## config.mk

```make
export PLATFORM = sky130hd
export DESIGN_NAME = spi_channel_config_upper
export DESIGN_NICKNAME = d
export VERILOG_FILES = /design/src/spi_channel_config_upper_pkg.sv /design/src/spi_channel_config_upper.sv
export VERILOG_INCLUDE_DIRS = /design/src
export SDC_FILE = /design/constraint.sdc
export NUM_CORES = 1
export LEC_CHECK = 0
export BUFFER_PORTS_ARGS = -buffer_cell sky130_fd_sc_hd__buf_4
export CELL_PAD_IN_SITES_DETAIL_PLACEMENT = 0
export CELL_PAD_IN_SITES_GLOBAL_PLACEMENT = 1
export CORE_MARGIN = 2
export CORE_UTILIZATION = 47
export CTS_BUF_LIST = sky130_fd_sc_hd__clkbuf_2 sky130_fd_sc_hd__clkbuf_4 sky130_fd_sc_hd__clkbuf_8
export CTS_CLUSTER_DIAMETER = 60
export DETAILED_ROUTE_END_ITERATION = 10
export GPL_ROUTABILITY_DRIVEN = 0
export PLACE_DENSITY_LB_ADDON = 0.1
export REMOVE_ABC_BUFFERS = 1
export SYNTH_ARGS = -nofsm -noshare
export SYNTH_HDL_FRONTEND = slang
export SYNTH_SLANG_ARGS = --single-unit
```

## constraint.sdc

```tcl
create_clock -name clock_i -period 10.1 [get_ports clock_i]
set_clock_uncertainty 0.05 [all_clocks]
set_input_delay 2.02 -clock clock_i [delete_from_list [all_inputs] [get_ports clock_i]]
set_output_delay 2.02 -clock clock_i [all_outputs]
set_load 0.05 [all_outputs]
```

## src/spi_channel_config_upper_params.svh

```systemverilog
`ifndef SPI_CHANNEL_CONFIG_UPPER_PARAMS_SVH
`define SPI_CHANNEL_CONFIG_UPPER_PARAMS_SVH

// register byte offsets
`define CONF_OFFSET       12'h12c
`define CTRL_OFFSET       12'h134
`define STAT_OFFSET       12'h138

// reset values
`define CONF_RESET        32'h0006_0000
`define CTRL_RESET        32'h0000_0000
// writable bits of channel_configuration, reserved ones excluded
`define CONF_WMASK        32'h381f_ffff
// writable bits of channel_control
`define CTRL_WMASK        32'h0000_ff01

// channel_configuration field positions
`define DIV_GRAN_BIT      29
`define RX_FIFO_EN_BIT    28
`define IN_SEL_BIT        18
`define LINE1_DIS_BIT     17
`define LINE0_DIS_BIT     16
`define TRM_LSB           12
`define TRM_MSB           13
`define DIV_VAL_LSB       2
`define DIV_VAL_MSB       5

// channel_control field positions
`define CH_ENABLE_BIT     0
`define DIV_EXT_LSB       8
`define DIV_EXT_MSB       15

// transfer_direction_mode encodings
`define TRM_TX_RX         2'h0
`define TRM_RX_ONLY       2'h1
`define TRM_TX_ONLY       2'h2

`endif

```

## src/spi_channel_config_upper_pkg.sv

```systemverilog
`default_nettype none

package spi_channel_config_upper_pkg;

    typedef struct packed {
        logic [31:0] conf;
        logic [31:0] ctrl;
        logic        ack;
        logic [31:0] rdata;
        logic [15:0] div_cnt;
        logic        tick;
        logic [1:0]  line_out;
        logic [1:0]  line_oe;
        logic        rx_bit;
        logic        rx_fifo_route;
        logic        unsupported;
    } state_t;

endpackage

`default_nettype wire

```

## src/spi_channel_config_upper.sv

```systemverilog
// How it works
// - configuration reads 60000h after reset: input select and line-1 disable set.
// - both transmit disables set in transmit-receive mode is unsupported; flagged, lines idle.
// - every legal input-select and disable combination works as programmed.
// - granularity bit 29 clear divides by powers of two, set steps single cycles.
// - with single-cycle steps ratio is one more than extension concatenated with divider value, to 4096.
// - receive FIFO bit 28 routes received data to the buffer; one channel only, but exclusivity across channels is left to software.
// - input select clear samples data line 0, set samples data line 1.
// - a clear transmit disable drives that line while the channel is enabled and not receive-only; a set one keeps it quiet.
`include "spi_channel_config_upper_params.svh"
`timescale 1ns/1ps
`default_nettype none

module spi_channel_config_upper #(
    parameter int ADR_W = 12
) (
    input  wire logic             clock_i,       // 40 MHz functional clock
    input  wire logic             resetn_i,      // async reset, active low
    input  wire logic             wb_cyc_i,      // wishbone cycle
    input  wire logic             wb_stb_i,      // wishbone strobe
    input  wire logic             wb_we_i,       // wishbone write
    input  wire logic [ADR_W-1:0] wb_adr_i,      // byte address
    input  wire logic [3:0]       wb_sel_i,      // byte enables
    input  wire logic [31:0]      wb_dat_i,      // write data
    output logic      [31:0]      wb_dat_o,      // read data
    output logic                  wb_ack_o,      // wishbone acknowledge
    input  wire logic             tx_bit_i,      // serial transmit bit from shifter
    input  wire logic [1:0]       line_in_i,     // serial_data_line levels
    output logic      [1:0]       line_out_o,    // serial_data_line drive values
    output logic      [1:0]       line_oe_o,     // serial_data_line output enables
    output logic                  rx_bit_o,      // sampled receive bit
    output logic                  rx_fifo_route_o, // receive data goes through buffer
    output logic                  div_tick_o,    // one-cycle channel clock enable
    output logic                  unsupported_o  // illegal line combination programmed
);

    spi_channel_config_upper_pkg::state_t state_reg;
    spi_channel_config_upper_pkg::state_t state_next;

    logic [31:0] sel_mask;
    logic [31:0] rd_mux;
    logic        access;
    logic        conf_wr;
    logic        ctrl_wr;
    logic [31:0] conf_new;
    logic [31:0] ctrl_new;
    logic        dis0;
    logic        dis1;
    logic        in_sel;
    logic        gran;
    logic        ch_en;
    logic [1:0]  transfer_direction_mode;
    logic [3:0]  div_val;
    logic [7:0]  div_ext;
    logic [15:0] pow2_m1;
    logic [15:0] ratio_m1;
    logic [15:0] div_cnt_next;
    logic        tick_next;
    logic        div_wrap;
    logic        rx_only;
    logic        tx_allowed;
    logic        bad_combo;
    logic [1:0]  line_dis;
    logic [1:0]  line_oe_next;
    logic [1:0]  line_out_next;

    // one byte lane per select bit; a clear select leaves that byte alone
    for (genvar b = 0; b < 4; b++)
    begin : g_lane
        assign sel_mask[8*b +: 8] = {8{wb_sel_i[b]}};
    end

    // ack blocks a second take while the master still holds its strobe
    assign access   = wb_cyc_i & wb_stb_i & ~state_reg.ack;
    assign conf_wr  = access & wb_we_i & (wb_adr_i == ADR_W'(`CONF_OFFSET));
    assign ctrl_wr  = access & wb_we_i & (wb_adr_i == ADR_W'(`CTRL_OFFSET));
    // reserved bits hold zero whatever is written
    assign conf_new = (state_reg.conf & ~(sel_mask & `CONF_WMASK))
                    | (wb_dat_i & sel_mask & `CONF_WMASK);
    assign ctrl_new = (state_reg.ctrl & ~(sel_mask & `CTRL_WMASK))
                    | (wb_dat_i & sel_mask & `CTRL_WMASK);

    assign dis0    = state_reg.conf[`LINE0_DIS_BIT];
    assign dis1    = state_reg.conf[`LINE1_DIS_BIT];
    assign in_sel  = state_reg.conf[`IN_SEL_BIT];
    assign gran    = state_reg.conf[`DIV_GRAN_BIT];
    assign transfer_direction_mode     = state_reg.conf[`TRM_MSB:`TRM_LSB];
    assign div_val = state_reg.conf[`DIV_VAL_MSB:`DIV_VAL_LSB];
    assign div_ext = state_reg.ctrl[`DIV_EXT_MSB:`DIV_EXT_LSB];
    assign ch_en   = state_reg.ctrl[`CH_ENABLE_BIT];
    // disable bits side by side, line 1 above line 0
    assign line_dis = {dis1, dis0};

    // both lines disabled leaves nothing to transmit on
    assign bad_combo  = (transfer_direction_mode == `TRM_TX_RX) & dis0 & dis1;
    // receive-only mode never drives a line
    assign rx_only    = (transfer_direction_mode == `TRM_RX_ONLY);
    assign tx_allowed = ch_en & ~rx_only & ~bad_combo;

    // each line is driven independently of the other
    for (genvar k = 0; k < 2; k++)
    begin : g_line
        assign line_oe_next[k]  = tx_allowed & ~line_dis[k];
        assign line_out_next[k] = tx_bit_i & ~line_dis[k];
    end

    // 17-bit shift so a divider value of 15 survives the subtraction
    assign pow2_m1 = 16'((17'h1 << div_val) - 17'h1);

    always_comb
    begin
        if (gran)
        begin
            ratio_m1 = {4'h0, div_ext, div_val};
        end
        else
        begin
            ratio_m1 = pow2_m1;
        end
    end

    // a ratio lowered mid-count wraps at once instead of running past it
    assign div_wrap = (state_reg.div_cnt >= ratio_m1);

    // divider restarts while the channel is off so the first tick is a full period
    always_comb
    begin
        div_cnt_next = 16'h0;
        tick_next    = 1'b0;
        if (ch_en && div_wrap)
        begin
            tick_next = 1'b1;
        end
        else if (ch_en)
        begin
            div_cnt_next = state_reg.div_cnt + 16'h1;
        end
    end

    always_comb
    begin
        case (wb_adr_i)
            ADR_W'(`CONF_OFFSET):
            begin
                rd_mux = state_reg.conf & `CONF_WMASK;
            end
            ADR_W'(`CTRL_OFFSET):
            begin
                rd_mux = state_reg.ctrl & `CTRL_WMASK;
            end
            // status is read-only; line levels are live, not registered
            ADR_W'(`STAT_OFFSET):
            begin
                rd_mux = {28'h0, state_reg.unsupported, state_reg.rx_bit, line_in_i};
            end
            default:
            begin
                rd_mux = 32'h0;
            end
        endcase
    end

    always_comb
    begin
        state_next       = state_reg;
        state_next.ack   = access;
        if (access)
        begin
            state_next.rdata = rd_mux;
        end
        else
        begin
            state_next.rdata = 32'h0;
        end

        if (conf_wr)
        begin
            state_next.conf = conf_new;
        end
        if (ctrl_wr)
        begin
            state_next.ctrl = ctrl_new;
        end

        state_next.div_cnt     = div_cnt_next;
        state_next.tick        = tick_next;
        state_next.line_oe     = line_oe_next;
        state_next.line_out    = line_out_next;
        state_next.rx_bit      = in_sel ? line_in_i[1] : line_in_i[0];
        // exclusivity across channels is left to software
        state_next.rx_fifo_route = state_reg.conf[`RX_FIFO_EN_BIT];
        state_next.unsupported = bad_combo;
    end

    always_ff @(posedge clock_i or negedge resetn_i)
    begin
        if (!resetn_i)
        begin
            state_reg               <= '0;
            state_reg.conf          <= `CONF_RESET;
            state_reg.ctrl          <= `CTRL_RESET;
        end
        else
        begin
            state_reg <= state_next;
        end
    end

    assign wb_dat_o        = state_reg.rdata;
    assign wb_ack_o        = state_reg.ack;
    assign line_out_o      = state_reg.line_out;
    assign line_oe_o       = state_reg.line_oe;
    assign rx_bit_o        = state_reg.rx_bit;
    assign rx_fifo_route_o = state_reg.rx_fifo_route;
    assign div_tick_o      = state_reg.tick;
    assign unsupported_o   = state_reg.unsupported;

endmodule

`default_nettype wire

```

# [Word-level counts from Yosys, hierarchy flattened]
# Index checks and enable logic that the tools add are counted.
[totals] regBits=121 latchBits=0 ramBits=0 romBits=0 in_bits=56 out_inout_bits=41 memories=0
[classes] n_addsub=2 mul=0 n_div=0 n_lt_le_gt_ge=1 n_eq_ne=4 n_shift=1 muxes=7 bitwise_logic=25 n_reduce_logical=2
[op_table] cell="$pmux 30 s3" n=1
[op_table] cell="$and 32x32->32" n=2
[op_table] cell="$mux 16" n=3
[op_table] cell="$eq 12x9->1 const B" n=3
[op_table] cell="$mux 32" n=1
[op_table] cell="$not 16->32" n=1
[op_table] cell="$not 30->32" n=1
[op_table] cell="$or 32x16->32" n=1
[op_table] cell="$or 32x30->32" n=1
[op_table] cell="$and 30x30->30" n=1
[op_table] cell="$add 16x1->16 const B" n=1
[op_table] cell="$ge 16x16->1" n=1
[op_table] cell="$shl 1x4->16 const A" n=1
[op_table] cell="$sub 16x1->16 const B" n=1
[op_table] cell="$and 1x1->1" n=13
[op_table] cell="$not 1->1" n=5
[op_table] cell="$eq 2x1->1 const B" n=1
[op_table] cell="$logic_not 2->1" n=1
[op_table] cell="$mux 1" n=2
[op_table] cell="$logic_and 1x1->1" n=1

# [Longest topological paths before layout]
[logic_depth] depth_word=6 depth_mapped=14 mapped_depth_nobuf=12

# [Worst setup path before layout]
# Ideal clock, no wire load.
[synth_timing] path_type="input to register" startpoint="input wb_adr_i[9]" endpoint="register (tool-made name)" arrival_time_ps=3237 t_required_ps=9925 setup_slack_ps=6688 cell_stages=5 n_path_buf=1 path_cell_list="nor4b_2 -> and4b_1 -> buf_2 -> and3_1 -> mux2_2"
[synth_lines] item="start: declaration" line="spi_channel_config_upper.sv:22" text="input wire logic [ADR_W-1:0] wb_adr_i,"

==> flow_metrics.py <==
metrics = {
    "setup_path": {
        "cp_max_fo": 22,
        "worstPathArrival_ps": 4340,
        "cp_data_required_time_ps": 10230,
        "rr_worst_depth": 12,
        "path_class": "flip-flop to flip-flop",
        "rrSetupSlack_ps": 5890,
        "endpoint": "state_reg[16]$_DFF_PN0_",
        "path_cells": "nor3_1, nand2_1, ha_1, nor2_1, a31oi_1, o221ai_1, o21ai_0, ha_1, and4_1, nand2_1, o41ai_4, nor4_1",
        "critPathLaunchType": "flip-flop",
        "worstSetupEndpointType": "flip-flop",
        "cp_slowest_cell": "o41ai_4",
        "worstReg2RegEnd": "state_reg[16]$_DFF_PN0_",
        "cp_slowest_stage_delay_ps": 930,
    },
    "die": {
        "die_w_um": 100,
        "dieArea_um2": 10000,
        "row_count": 35,
        "die_h_um": 100,
        "start_util_pct": 47.7,
        "io_pins": 97,
        "core_um2": 9110,
    },
    "cts": {
        "clockBufferDepth": 2,
        "cts_tree": "yes",
        "clockRootBuffer": "clkbuf_8",
        "cts_sinks": 82,
        "cts.clk_slew.worst_paths_ps": 90,
        "hold_buffers": 0,
        "cts_made_buffers": 9,
        "clock_latency_ps": 350,
        "h-tree-depth": 3,
        "cts_resized": 0,
        "post_cts_buffers": 0,
    },
    "routing": {
        "vias": 3046,
        "ant_nets": 0,
        "detail_route.iter0.violations": 134,
        "firstDrtPassIters": 4,
        "viasPerCell": 5.50,
        "wl_per_cell_um": 16.5,
        "drt_wl_total_mm": 9.13,
        "route.detailed.drc": 0,
    },
    "global_routing": {
        "grt_usage_pct": 19.1,
        "grt_pass1_vias": 2916,
        "grt_max_degree": 83,
        "use_met1_pct": 26.6,
        "use_met2_pct": 30.1,
        "grt_pass1_wl_mm": 14.9,
        "grt_remaining_overflow": 0,
        "antenna_found_initial": 0,
        "grt-busiest-layer": "met2",
        "grtUsageMet3_pct": 5.15,
    },
    "min_path": {
        "min_path_type": "flip-flop to flip-flop",
    },
    "synthesis": {
        "netlist.area_leader.share_pct": 46.1,
        "async_flop_share_pct": 100,
        "synthCells": 393,
        "syn_avg_cell_area_um2": 11.1,
        "synth-edff-count": 0,
        "syn_area_um2": 4350,
        "yosysWarnings": 0,
        "ys_seq_area_share_pct": 47.3,
        "synth_cell_types": 54,
        "synth_seq_cells": 82,
        "synth_ff_type": "dfrtp_1",
        "synthTopCellsByArea": "dfrtp_1 46%, mux2_2 8.8%, buf_4 6.2%",
        "synth_top_cell_by_area": "dfrtp_1",
    },
    "pwr": {
        "p_leak_nw": 2.35,
        "power_w": 0.000594,
        "p_per_area_nw_per_um2": 120,
        "irDropWorstVdd_uv": 57.1,
    },
    "sta": {
        "worstMarginPinSlew_ps": 1340,
        "setup_violations": 0,
        "hold_viol": 0,
        "rsz0062_at_grt": "no",
        "fin_crit_sh_pct": 41.7,
        "fin_setup_tns_ps": 0,
        "layout_setup_ws_ps": 5890,
        "report.final.slew_viol_count": 0,
        "relSlewSlack_pct": 10.1,
        "holdWs_ps": 350,
        "max_freq_mhz": 237,
        "period_needed_ps": 4210,
    },
    "final_layout": {
        "drive_gt1_share_pct": 32.3,
        "fin_util_pct": 54.5,
        "fin_nets": 512,
        "diodes": 0,
        "syn_to_final_growth_pct": 14.2,
    },
    "place": {
        "place_ws_ps": 5900,
        "dp_hpwl_mm": 6.39,
        "portBuffers": 80,
    },
    "flow_run": {
        "drv_cap": 0,
    },
    "run_status": {
        "run_status": "finished, final reports clean",
    },
}
## worst max-delay path: cells and delay by family (launching register included)
kind,cells,cell delay [ps]
flip-flops,1,630
AND/OR/NAND/NOR,6,1190
AO/OA/AOI/OAI,4,1440
adder cells (fa/ha/maj),2,710
## layout by cell type, fill, tap and decap left out, types with 3 or more instances in the layout
| cell | netlist | final |
|---|---|---|
| dfrtp_1 | 80 | 80 |
| nor3_1 | 6 | 6 |
| xor2_1 | 9 | 9 |
| o2bb2ai_1 | 3 | 3 |
| a22oi_1 | 11 | 11 |
| and2_1 | 13 | 13 |
| inv_1 | 6 | 6 |
| a21oi_1 | 15 | 15 |
| nand2_1 | 16 | 16 |
| ha_1 | 18 | 18 |
| xnor2_1 | 6 | 6 |
| clkbuf_8 | 0 | 10 |
| and4_1 | 5 | 5 |
| nand2b_1 | 4 | 4 |
| nor4_1 | 18 | 18 |
| nor2_1 | 20 | 20 |
| nor2b_1 | 3 | 3 |
| mux2i_1 | 4 | 4 |
| nor3b_1 | 6 | 6 |
| and3_1 | 4 | 4 |
| nand3_2 | 3 | 3 |
| mux2_2 | 34 | 34 |
| nand3_1 | 9 | 9 |
| conb_1 | 2 | 9 |
| nand4_1 | 4 | 4 |
| o21ai_0 | 9 | 9 |
| buf_4 | 36 | 81 |
## metrics by stage
stage	area (um^2)	std cells
floorplan	4030	346
global placement	4770	538
detailed placement	4770	538
CTS	4960	554
global route	4960	554
finish	4960	554
## cell families after synthesis
family,synth area share (%)
multiplexers,9.73
AO/OA/AOI/OAI,9.36
XOR/XNOR,3.02
AND/OR/NAND/NOR,16.8
other,0.173
buffers and inverters,8.44
flip-flops,47.3
adder cells (fa/ha/maj),5.18
## worst min-delay path by stage
| stage | to | slack, ps | depth (start not counted) |
|---|---|---|---|
| 5_1_grt | rx_fifo_route_o$_DFF_PN0_ | 370 | 0 |
| 2_1_floorplan | rx_fifo_route_o$_DFF_PN0_ | 310 | 0 |
| 6_report | rx_fifo_route_o$_DFF_PN0_ | 350 | 0 |
| 4_1_cts | rx_fifo_route_o$_DFF_PN0_ | 350 | 0 |
| 3_3_place_gp | rx_fifo_route_o$_DFF_PN0_ | 320 | 0 |
| 3_5_place_dp | rx_fifo_route_o$_DFF_PN0_ | 330 | 0 |
## where the power goes
group          leakage, nW   total, W  switching (W)  internal [W]
Sequential            1.13   0.000329    0.000000453      0.000329
Clock               0.0908   0.000227       0.000129     0.0000987
Combinational         1.13  0.0000375      0.0000226     0.0000149
Total                 2.35   0.000594       0.000152      0.000442
## area by class of cell
cell class / instances / area [um^2]
fillers: 823 / 4150
flip-flops and latches: 82 / 2050
multi-input cells: 258 / 1950
repair buffers: 81 / 608
well taps: 111 / 139
clock buffers: 10 / 138
clock inverters: 6 / 48.8
inverters: 6 / 22.5
## metal layers
layer	share of wire, %	up-vias	wire length, um
li1	-	1467	-
met1	47	1504	4320
met2	48	69	4400
met3	3.8	6	348
met4	0.77	0	70
met5	0	-	0
## synthesized netlist by cell type, drive strengths merged (5+ instances only)
| cell type | n |
|---|---|
| xor2 | 9 |
| and2 | 13 |
| nand4 | 5 |
| nand2 | 16 |
| nor4 | 18 |
| clkbuf | 13 |
| ha | 18 |
| buf | 41 |
| and4 | 6 |
| inv | 6 |
| dfrtp | 80 |
| nor3 | 7 |
| xnor2 | 6 |
| o21ai | 10 |
| a21oi | 15 |
| nor3b | 6 |
| nand3 | 12 |
| mux2 | 34 |
| a22oi | 11 |
| nor2 | 20 |
(Power assumes the default switching activity.)
